<file path="src/uja_pkg.sv">
`default_nettype none

package uja_pkg;

	// ----------------------------------------
	// Instruction register
	// ----------------------------------------
	localparam int UJA_IR_W = 8;
	localparam logic [7:0] UJA_IR_RESET = 8'hff;
	localparam logic [7:0] UJA_IR_CAPTURE = 8'h01;
	localparam logic [7:0] UJA_USER_LO = 8'h10;
	localparam logic [7:0] UJA_USER_HI = 8'h7f;

	// ----------------------------------------
	// Pin synchroniser lanes
	// ----------------------------------------
	localparam int UJA_SYNC_W = 5;
	localparam int UJA_BIT_TCK = 0;
	localparam int UJA_BIT_TMS = 1;
	localparam int UJA_BIT_TDI = 2;
	localparam int UJA_BIT_TRST = 3;
	localparam int UJA_BIT_UDO = 4;
	localparam logic [4:0] UJA_SYNC_RESET = 5'h0e;

	// ----------------------------------------
	// Event buffer
	// ----------------------------------------
	localparam int UJA_FIFO_DEPTH = 4;

	typedef enum logic [3:0] {
		ST_TLR, ST_RTI, ST_SEL_DR, ST_CAP_DR, ST_SH_DR, ST_EX1_DR, ST_PAU_DR, ST_EX2_DR,
		ST_UPD_DR, ST_SEL_IR, ST_CAP_IR, ST_SH_IR, ST_EX1_IR, ST_PAU_IR, ST_EX2_IR, ST_UPD_IR
	} uja_tap_state_e;

	typedef struct packed {
		logic user;
		logic [7:0] code;
	} uja_ir_evt_s;

endpackage : uja_pkg

`default_nettype wire

</file>
<file path="src/uja_user_scan_access.sv">
`timescale 1ns/1ps
`default_nettype none

// Overview of operation
// - Current instruction register contents appear on an eight-bit output bus.
// - Codes sixteen to one hundred twenty-seven are user instructions.
// - Active-low user reset is low while the controller sits in Test-Logic-Reset.
// - Power-on reset forces Test-Logic-Reset, so the user reset is asserted.
// - User serial input is an unregistered copy of the serial data at the port.
// - In a user instruction, user serial output drives the port serial output during Shift-DR.
// - Shift strobe high only in Shift-DR.
// - Capture strobe high only in Capture-DR.
// - Update strobe high only in Update-DR.
// - User shift clock is the test clock passed straight through.
// - Active-low test reset returns the controller to Test-Logic-Reset.
// - Override enable swaps serial input and test reset; tie low if unused.
// - With override on, serial data comes from the override serial input.
// - With override on, test reset comes from the override reset input.

// ----------------------------------------
// Event buffer
// ----------------------------------------
module uja_evt_fifo #(
	parameter int WIDTH = 9,
	parameter int DEPTH = 4
) (
	input wire logic i_clk,
	input wire logic i_srst,
	input wire logic i_in_valid,
	output logic o_in_ready,
	input wire logic [WIDTH-1:0] i_in_data,
	output logic o_out_valid,
	input wire logic i_out_ready,
	output logic [WIDTH-1:0] o_out_data
);
	localparam int AW = $clog2(DEPTH);

	logic [WIDTH-1:0] mem_reg [DEPTH];
	logic [AW-1:0] wr_ptr_reg;
	logic [AW-1:0] rd_ptr_reg;
	logic [AW:0] count_reg;
	logic push;
	logic pop;

	assign o_in_ready = (count_reg != (AW+1)'(DEPTH));
	assign o_out_valid = (count_reg != '0);
	assign o_out_data = mem_reg[rd_ptr_reg];
	assign push = i_in_valid && o_in_ready;
	assign pop = o_out_valid && i_out_ready;

	always_ff @(posedge i_clk)
	begin
		if (push)
			mem_reg[wr_ptr_reg] <= i_in_data;
	end

	always_ff @(posedge i_clk)
	begin
		if (i_srst)
		begin
			wr_ptr_reg <= '0;
			rd_ptr_reg <= '0;
			count_reg <= '0;
		end
		else
		begin
			if (push)
				wr_ptr_reg <= (wr_ptr_reg == AW'(DEPTH-1)) ? '0 : wr_ptr_reg + 1'b1;
			if (pop)
				rd_ptr_reg <= (rd_ptr_reg == AW'(DEPTH-1)) ? '0 : rd_ptr_reg + 1'b1;
			if (push && !pop)
				count_reg <= count_reg + 1'b1;
			else if (pop && !push)
				count_reg <= count_reg - 1'b1;
		end
	end

	chk_fifo_no_overrun: assert property (@(posedge i_clk) disable iff (i_srst)
		i_in_valid |-> o_in_ready)
		else $error("event offered while buffer full");

endmodule : uja_evt_fifo

// ----------------------------------------
// Test access port with user access
// ----------------------------------------
module uja_user_scan_access (
	input wire logic i_clk,
	input wire logic i_srst,
	input wire logic i_tck,
	input wire logic i_tms,
	input wire logic i_tdi,
	input wire logic i_test_reset_n,
	output logic o_tdo,
	output logic o_tdo_oe,
	input wire logic i_override_enable,
	input wire logic i_override_serial_in,
	input wire logic i_override_test_reset_n,
	output logic [7:0] o_user_instruction_bus,
	output logic o_user_tap_reset_n,
	output logic o_user_serial_in,
	input wire logic i_user_serial_out,
	output logic o_dr_shift_strobe,
	output logic o_dr_capture_strobe,
	output logic o_dr_update_strobe,
	output logic o_user_shift_clock,
	output logic o_evt_valid,
	input wire logic i_evt_ready,
	output uja_pkg::uja_ir_evt_s o_evt
);
	import uja_pkg::*;

	function automatic logic is_user(input logic [7:0] code);
		is_user = (code >= UJA_USER_LO) && (code <= UJA_USER_HI);
	endfunction : is_user

	// ----------------------------------------
	// Pass-through and override muxes
	// ----------------------------------------
	logic tap_tdi;
	logic tap_trst_n;

	assign tap_tdi = i_override_enable ? i_override_serial_in : i_tdi;
	// Override enable selects both replacements together
	assign tap_trst_n = i_override_enable ? i_override_test_reset_n : i_test_reset_n;
	assign o_user_serial_in = tap_tdi;
	assign o_user_shift_clock = i_tck;

	// ----------------------------------------
	// Pin synchronisers
	// ----------------------------------------
	logic [UJA_SYNC_W-1:0] pins;
	logic [UJA_SYNC_W-1:0] s1_reg;
	logic [UJA_SYNC_W-1:0] s2_reg;
	logic [UJA_SYNC_W-1:0] s3_reg;
	logic [UJA_SYNC_W-1:0] stable_reg;

	assign pins = {i_user_serial_out, tap_trst_n, tap_tdi, i_tms, i_tck};

	always_ff @(posedge i_clk)
	begin
		if (i_srst)
		begin
			s1_reg <= UJA_SYNC_RESET;
			s2_reg <= UJA_SYNC_RESET;
			s3_reg <= UJA_SYNC_RESET;
			stable_reg <= UJA_SYNC_RESET;
		end
		else
		begin
			s1_reg <= pins;
			s2_reg <= s1_reg;
			s3_reg <= s2_reg;
			for (int i = 0; i < UJA_SYNC_W; i++)
				if (s2_reg[i] == s3_reg[i])
					stable_reg[i] <= s3_reg[i];
		end
	end

	logic tck_rise;
	logic tck_fall;

	assign tck_rise = (s2_reg[UJA_BIT_TCK] == s3_reg[UJA_BIT_TCK]) &&
		s3_reg[UJA_BIT_TCK] && !stable_reg[UJA_BIT_TCK];
	assign tck_fall = (s2_reg[UJA_BIT_TCK] == s3_reg[UJA_BIT_TCK]) &&
		!s3_reg[UJA_BIT_TCK] && stable_reg[UJA_BIT_TCK];

	// ----------------------------------------
	// Held rising edge
	// ----------------------------------------
	uja_tap_state_e state_reg;
	uja_tap_state_e state_next;
	logic pend_reg;
	logic tms_reg;
	logic tdi_reg;
	logic fifo_ready;
	logic tap_adv;
	logic evt_push;

	// Entry to Update-IR waits for room in the event buffer
	assign tap_adv = pend_reg && stable_reg[UJA_BIT_TRST] &&
		!(state_next == ST_UPD_IR && !fifo_ready);
	assign evt_push = tap_adv && (state_next == ST_UPD_IR);

	always_ff @(posedge i_clk)
	begin
		if (i_srst)
			pend_reg <= 1'b0;
		else if (!stable_reg[UJA_BIT_TRST])
			pend_reg <= 1'b0;
		else if (tck_rise)
			pend_reg <= 1'b1;
		else if (tap_adv)
			pend_reg <= 1'b0;
	end

	always_ff @(posedge i_clk)
	begin
		if (i_srst)
		begin
			tms_reg <= 1'b1;
			tdi_reg <= 1'b1;
		end
		else if (tck_rise)
		begin
			tms_reg <= s3_reg[UJA_BIT_TMS];
			tdi_reg <= s3_reg[UJA_BIT_TDI];
		end
	end

	// ----------------------------------------
	// Controller state machine
	// ----------------------------------------
	always_comb
	begin
		unique case (state_reg)
			ST_TLR: state_next = tms_reg ? ST_TLR : ST_RTI;
			ST_RTI: state_next = tms_reg ? ST_SEL_DR : ST_RTI;
			ST_SEL_DR: state_next = tms_reg ? ST_SEL_IR : ST_CAP_DR;
			ST_CAP_DR: state_next = tms_reg ? ST_EX1_DR : ST_SH_DR;
			ST_SH_DR: state_next = tms_reg ? ST_EX1_DR : ST_SH_DR;
			ST_EX1_DR: state_next = tms_reg ? ST_UPD_DR : ST_PAU_DR;
			ST_PAU_DR: state_next = tms_reg ? ST_EX2_DR : ST_PAU_DR;
			ST_EX2_DR: state_next = tms_reg ? ST_UPD_DR : ST_SH_DR;
			ST_UPD_DR: state_next = tms_reg ? ST_SEL_DR : ST_RTI;
			ST_SEL_IR: state_next = tms_reg ? ST_TLR : ST_CAP_IR;
			ST_CAP_IR: state_next = tms_reg ? ST_EX1_IR : ST_SH_IR;
			ST_SH_IR: state_next = tms_reg ? ST_EX1_IR : ST_SH_IR;
			ST_EX1_IR: state_next = tms_reg ? ST_UPD_IR : ST_PAU_IR;
			ST_PAU_IR: state_next = tms_reg ? ST_EX2_IR : ST_PAU_IR;
			ST_EX2_IR: state_next = tms_reg ? ST_UPD_IR : ST_SH_IR;
			ST_UPD_IR: state_next = tms_reg ? ST_SEL_DR : ST_RTI;
		endcase
	end

	always_ff @(posedge i_clk)
	begin
		if (i_srst)
			state_reg <= ST_TLR;
		else if (!stable_reg[UJA_BIT_TRST])
			state_reg <= ST_TLR;
		else if (tap_adv)
			state_reg <= state_next;
	end

	// ----------------------------------------
	// Instruction and bypass registers
	// ----------------------------------------
	logic [7:0] ir_shift_reg;
	logic [7:0] ir_reg;
	logic bypass_reg;

	always_ff @(posedge i_clk)
	begin
		if (i_srst || state_reg == ST_TLR)
		begin
			ir_shift_reg <= UJA_IR_CAPTURE;
			ir_reg <= UJA_IR_RESET;
		end
		else if (tap_adv)
		begin
			if (state_reg == ST_CAP_IR)
				ir_shift_reg <= UJA_IR_CAPTURE;
			else if (state_reg == ST_SH_IR)
				ir_shift_reg <= {tdi_reg, ir_shift_reg[7:1]};
			if (state_next == ST_UPD_IR)
				ir_reg <= ir_shift_reg;
		end
	end

	always_ff @(posedge i_clk)
	begin
		if (i_srst)
			bypass_reg <= 1'b0;
		else if (tap_adv && state_reg == ST_CAP_DR)
			bypass_reg <= 1'b0;
		else if (tap_adv && state_reg == ST_SH_DR)
			bypass_reg <= tdi_reg;
	end

	assign o_user_instruction_bus = ir_reg;

	// ----------------------------------------
	// User strobes and reset
	// ----------------------------------------
	assign o_user_tap_reset_n = (state_reg != ST_TLR);
	assign o_dr_shift_strobe = (state_reg == ST_SH_DR);
	assign o_dr_capture_strobe = (state_reg == ST_CAP_DR);
	assign o_dr_update_strobe = (state_reg == ST_UPD_DR);

	// ----------------------------------------
	// Serial output on falling edge
	// ----------------------------------------
	logic tdo_reg;
	logic tdo_oe_reg;

	always_ff @(posedge i_clk)
	begin
		if (i_srst)
		begin
			tdo_reg <= 1'b0;
			tdo_oe_reg <= 1'b0;
		end
		else if (tck_fall)
		begin
			tdo_oe_reg <= (state_reg == ST_SH_IR) || (state_reg == ST_SH_DR);
			if (state_reg == ST_SH_IR)
				tdo_reg <= ir_shift_reg[0];
			else if (state_reg == ST_SH_DR && is_user(ir_reg))
				tdo_reg <= stable_reg[UJA_BIT_UDO];
			else if (state_reg == ST_SH_DR)
				tdo_reg <= bypass_reg;
		end
	end

	assign o_tdo = tdo_reg;
	assign o_tdo_oe = tdo_oe_reg;

	// ----------------------------------------
	// Instruction update events
	// ----------------------------------------
	uja_ir_evt_s evt_in;

	assign evt_in.code = ir_shift_reg;
	assign evt_in.user = is_user(ir_shift_reg);

	uja_evt_fifo #(
		.WIDTH($bits(uja_ir_evt_s)),
		.DEPTH(UJA_FIFO_DEPTH)
	) u_evt_fifo (
		.i_clk(i_clk),
		.i_srst(i_srst),
		.i_in_valid(evt_push),
		.o_in_ready(fifo_ready),
		.i_in_data(evt_in),
		.o_out_valid(o_evt_valid),
		.i_out_ready(i_evt_ready),
		.o_out_data(o_evt)
	);

	// ----------------------------------------
	// Checks
	// ----------------------------------------
	chk_por_reset_low: assert property (@(posedge i_clk)
		i_srst |=> !o_user_tap_reset_n)
		else $error("user reset not asserted after power-on reset");

	chk_trst_forces_tlr: assert property (@(posedge i_clk) disable iff (i_srst)
		!stable_reg[UJA_BIT_TRST] |=> !o_user_tap_reset_n && !o_dr_shift_strobe)
		else $error("test reset did not return controller to reset state");

	chk_ovr_trst_path: assert property (@(posedge i_clk) disable iff (i_srst)
		(i_override_enable && !i_override_test_reset_n)[*5] |=> !o_user_tap_reset_n)
		else $error("override test reset not honoured");

	chk_ovr_tdi_path: assert property (@(posedge i_clk) disable iff (i_srst)
		i_override_enable |-> ##3 s3_reg[UJA_BIT_TDI] == $past(i_override_serial_in, 3))
		else $error("override serial input not routed");

	chk_tlr_exit: assert property (@(posedge i_clk) disable iff (i_srst)
		tap_adv && state_reg == ST_TLR && !tms_reg && stable_reg[UJA_BIT_TRST]
		|=> state_reg == ST_RTI)
		else $error("controller did not leave reset on low mode select");

	chk_cap_then_shift: assert property (@(posedge i_clk) disable iff (i_srst)
		o_dr_capture_strobe && tap_adv && !tms_reg && stable_reg[UJA_BIT_TRST]
		|=> o_dr_shift_strobe && !o_dr_capture_strobe)
		else $error("capture strobe not followed by shift strobe");

	chk_update_entry: assert property (@(posedge i_clk) disable iff (i_srst)
		$rose(o_dr_update_strobe) |->
		$past(state_reg) == ST_EX1_DR || $past(state_reg) == ST_EX2_DR)
		else $error("update strobe entered from wrong state");

	chk_ir_update: assert property (@(posedge i_clk) disable iff (i_srst)
		evt_push && stable_reg[UJA_BIT_TRST]
		|=> o_user_instruction_bus == $past(ir_shift_reg))
		else $error("instruction bus not updated");

	chk_user_tdo: assert property (@(posedge i_clk) disable iff (i_srst)
		tck_fall && state_reg == ST_SH_DR && is_user(ir_reg)
		|=> o_tdo == $past(stable_reg[UJA_BIT_UDO]) && o_tdo_oe)
		else $error("user serial output not routed to port");

endmodule : uja_user_scan_access

`default_nettype wire

</file>
<file path="config.mk">
export PLATFORM = sky130hd
export DESIGN_NAME = uja_user_scan_access
export DESIGN_NICKNAME = d
export VERILOG_FILES = /design/src/uja_pkg.sv /design/src/uja_user_scan_access.sv
export SDC_FILE = /design/constraint.sdc
export NUM_CORES = 1
export LEC_CHECK = 0
export BUFFER_PORTS_ARGS = -buffer_cell sky130_fd_sc_hd__buf_2
export CORE_MARGIN = 2
export CORE_UTILIZATION = 55
export DETAILED_ROUTE_END_ITERATION = 10
export PLACE_DENSITY_LB_ADDON = 0.2
export RECOVER_POWER = 100
export SLEW_MARGIN = 40
export SYNTH_ARGS = -nofsm -noshare
export SYNTH_HDL_FRONTEND = slang
export SYNTH_HIERARCHICAL = 1
export SYNTH_SLANG_ARGS = --single-unit
</file>
<file path="constraint.sdc">
create_clock -name i_clk -period 7.7 [get_ports i_clk]
set_input_delay 0 -clock i_clk [delete_from_list [all_inputs] [get_ports i_clk]]
set_output_delay 0 -clock i_clk [all_outputs]
set_load 0.01 [all_outputs]
</file>
==> results.toml <==
[status]
outcome = "complete, no violations"

[timing]
tightest_slew_ns = 0.960
min_period_ns = 3.64
drv_slew = 0
tns_ns = 0
setup_viol = 0
min_period_over_period_pct = 47.3
clock.fmax_mhz = 274
slew_headroom_pct = 35.9
holdWs_ns = 0.0495
rsz0062_at_grt = "false"
hold_viol_final = 0
skew_ns = 0.00861

[global_route]
grt_max_degree = 38
grt_pass1_vias = 2135
antenna_found_initial = 0
overflow = 0
grt_usage_pct = 19.1
grt_pass1_wl_um = 10500

[logic_synthesis]
synth_area_per_cell_sq_um = 12.0
dominantRegCellSynth = "dfxtp_1"
synth_nets = 323
synth_seq_cells = 89
synth-edff-count = 36
syn-cell-area_sq_um = 3620
netlist_instances = 303
ys_types = 58
async_flop_share_pct = 0
yosysWarnings = 6
ys_seq_area_share_pct = 59.1

[worst_setup_path]
critical_path_class = "flip-flop to flip-flop"
startpoint_type = "flip-flop"
r2r_cells = 9
cp_max_fo = 18
critPathArrivalTime_ns = 3.93
cp.required_ns = 7.99
r2r_slack_ns = 4.06
r2r_start = "state_reg[3]$_SDFFE_PP0N_"
end_kind = "flip-flop"
r2r-end = "u_evt_fifo/count_reg[2]$_SDFFE_PP0P_"

[cts]
cts_buffer_depth = 2
insertion_delay_ns = 0.36
htree_levels = 3
cts-root-buf = "clkbuf_8"
cts_tree = "built"
path_clk_slew_ns = 0.09
clock-sinks = 89
cts_buffers = 9
ctsResizeCount = 0

[placement]
port_buffers = 36
dpl.hpwl_um = 4160
placed_area_sq_um = 3820
placed_cells = 396
gp_congestion = 0.804

[min_path]
hold_path.class = "primary input to flip-flop"
min_path_cells = 4
worstHoldEndpoint = "u_evt_fifo/rd_ptr_reg[0]$_SDFFE_PP0P_"
min_from = "i_evt_ready"

[floorplanning]
rows = 29
ioPinCount = 37
die_area_sq_um = 7260
core-area_sq_um = 6350
die_h_um = 85.2
start_util_pct = 57.1
die_w_um = 85.2

[power_and_ir_drop]
p_leak_uw = 0.00135
cellPowerDensity_nw_per_um2 = 210
ir_drop_mv = 0.131

[routing]
drc = 0
routedWlPerCell_um = 15.2
antenna_left = 0
wl_um = 6370
via_count = 2320
drtIter0Drc = 133
post_drt_via_cell_ratio = 5.54
firstDrtPassIters = 4

[final_layout]
drive_above_1_share_pct = 14.0
utilization_pct = 63.8
filler_cell_count = 515
finalNonFillerCells = 419
multi_input_area_sq_um = 1340
register_area_sq_um = 2140
n_antenna_cell = 0
largest_reg_flops = 36
fin_area_sq_um = 4050
final_common_cell = "dfxtp_1"
nets = 357
syn_to_final_growth_pct = 11.7
layout_common_cells = "53 x dfxtp_1, 36 x edfxtp_1, 27 x clkbuf_1"

[job]
maxCapViolations = 0
[report_power, final]
part | total [uW] | internal (uW) | switching [uW]
clock network | 343 | 181 | 162
registers | 491 | 489 | 1.61
logic | 15.8 | 8.68 | 7.10
total | 850 | 679 | 171
[cell usage after synthesis, drive strengths merged, types with 2 or more instances]
library cell	instances	share of area [%]
a211o	3	0.73
a211oi	3	0.62
a21oi	13	1.8
and3	6	1.2
buf	7	1.2
clkbuf	13	1.4
dfxtp	53	29
edfxtp	36	30
ha	8	2.8
inv	9	0.93
mux2i	6	1.7
mux4	9	5.6
nand2	12	1.2
nand2b	7	1.2
nand3	21	2.9
nand4b	2	0.66
nor2	19	2.0
nor2b	9	1.6
nor3	7	0.97
nor4b	3	0.73
o21ai	17	2.3
o31ai	2	0.55
o32ai	2	0.48
or2	8	1.4
or3	3	0.59
xor2	2	0.48
[worst max-delay path, cell delays in order (launching register included)]
cell and delay [ns]:
dfxtp_1 0.66, nand4b_1 0.43, nor2_1 0.76, and2_0 0.35, ha_1 0.24, inv_1 0.06, fa_1 0.38, xor2_1 0.16
or3_2 0.40, a21oi_1 0.14
[what timing repair did]
item,CTS,global route
hold buffers,7,0
endpoints found under the setup margin,0,0
buffers inserted,0,0
hold endpoints to repair,5,0
[cell type report]
type	count	area share [%]
Clock buffer	12	4.11
Timing Repair Buffer	43	5.38
Sequential cell	89	52.9
Inverter	9	0.834
Tap cell	77	2.38
Multi-Input combinational cell	185	33.1
Clock inverter	4	1.36
[layer usage]
metal	GRT usage, %	wire (um)	share of wire (%)
met2	29.8	2970	47
met3	4.96	257	4.0
met4	7.79	104	1.6
met1	25.7	3030	48
met5	0	0	0
[metrics by stage]
stage               setup WS [ns]  power, uW
global route                 3.73        879
CTS                          4.50        855
detailed placement           4.53        515
finish                       4.06        850
global placement             4.68        515
floorplan                    4.93        511
[worst max-delay path by stage]
stage,from,to,slack [ns],depth (start not counted)
6_report,state_reg[3]$_SDFFE_PP0N_,u_evt_fifo/count_reg[2]$_SDFFE_PP0P_,4.06,9
5_1_grt,state_reg[3]$_SDFFE_PP0N_,u_evt_fifo/count_reg[2]$_SDFFE_PP0P_,3.73,9
4_1_cts,state_reg[3]$_SDFFE_PP0N_,u_evt_fifo/count_reg[2]$_SDFFE_PP0P_,4.50,9
3_5_place_dp,state_reg[3]$_SDFFE_PP0N_,u_evt_fifo/count_reg[2]$_SDFFE_PP0P_,4.53,9
3_3_place_gp,state_reg[0]$_SDFFE_PP0N_,u_evt_fifo/count_reg[2]$_SDFFE_PP0P_,4.68,9
2_1_floorplan,u_evt_fifo/count_reg[0]$_SDFFE_PP0P_,u_evt_fifo/count_reg[2]$_SDFFE_PP0P_,4.93,11
[cells by family after synthesis]
logic type / Yosys count / share of synthesized area [%]
muxes: 16 / 7.56
adders and majority gates: 9 / 3.31
buffers and inverters: 29 / 3.49
and+or+nand+nor: 103 / 16.0
AOI/OAI and AO/OA: 54 / 9.84
xor gates and xnor gates: 3 / 0.725
DFF: 89 / 59.1
Note: power is estimated with default switching activity, not from simulation.
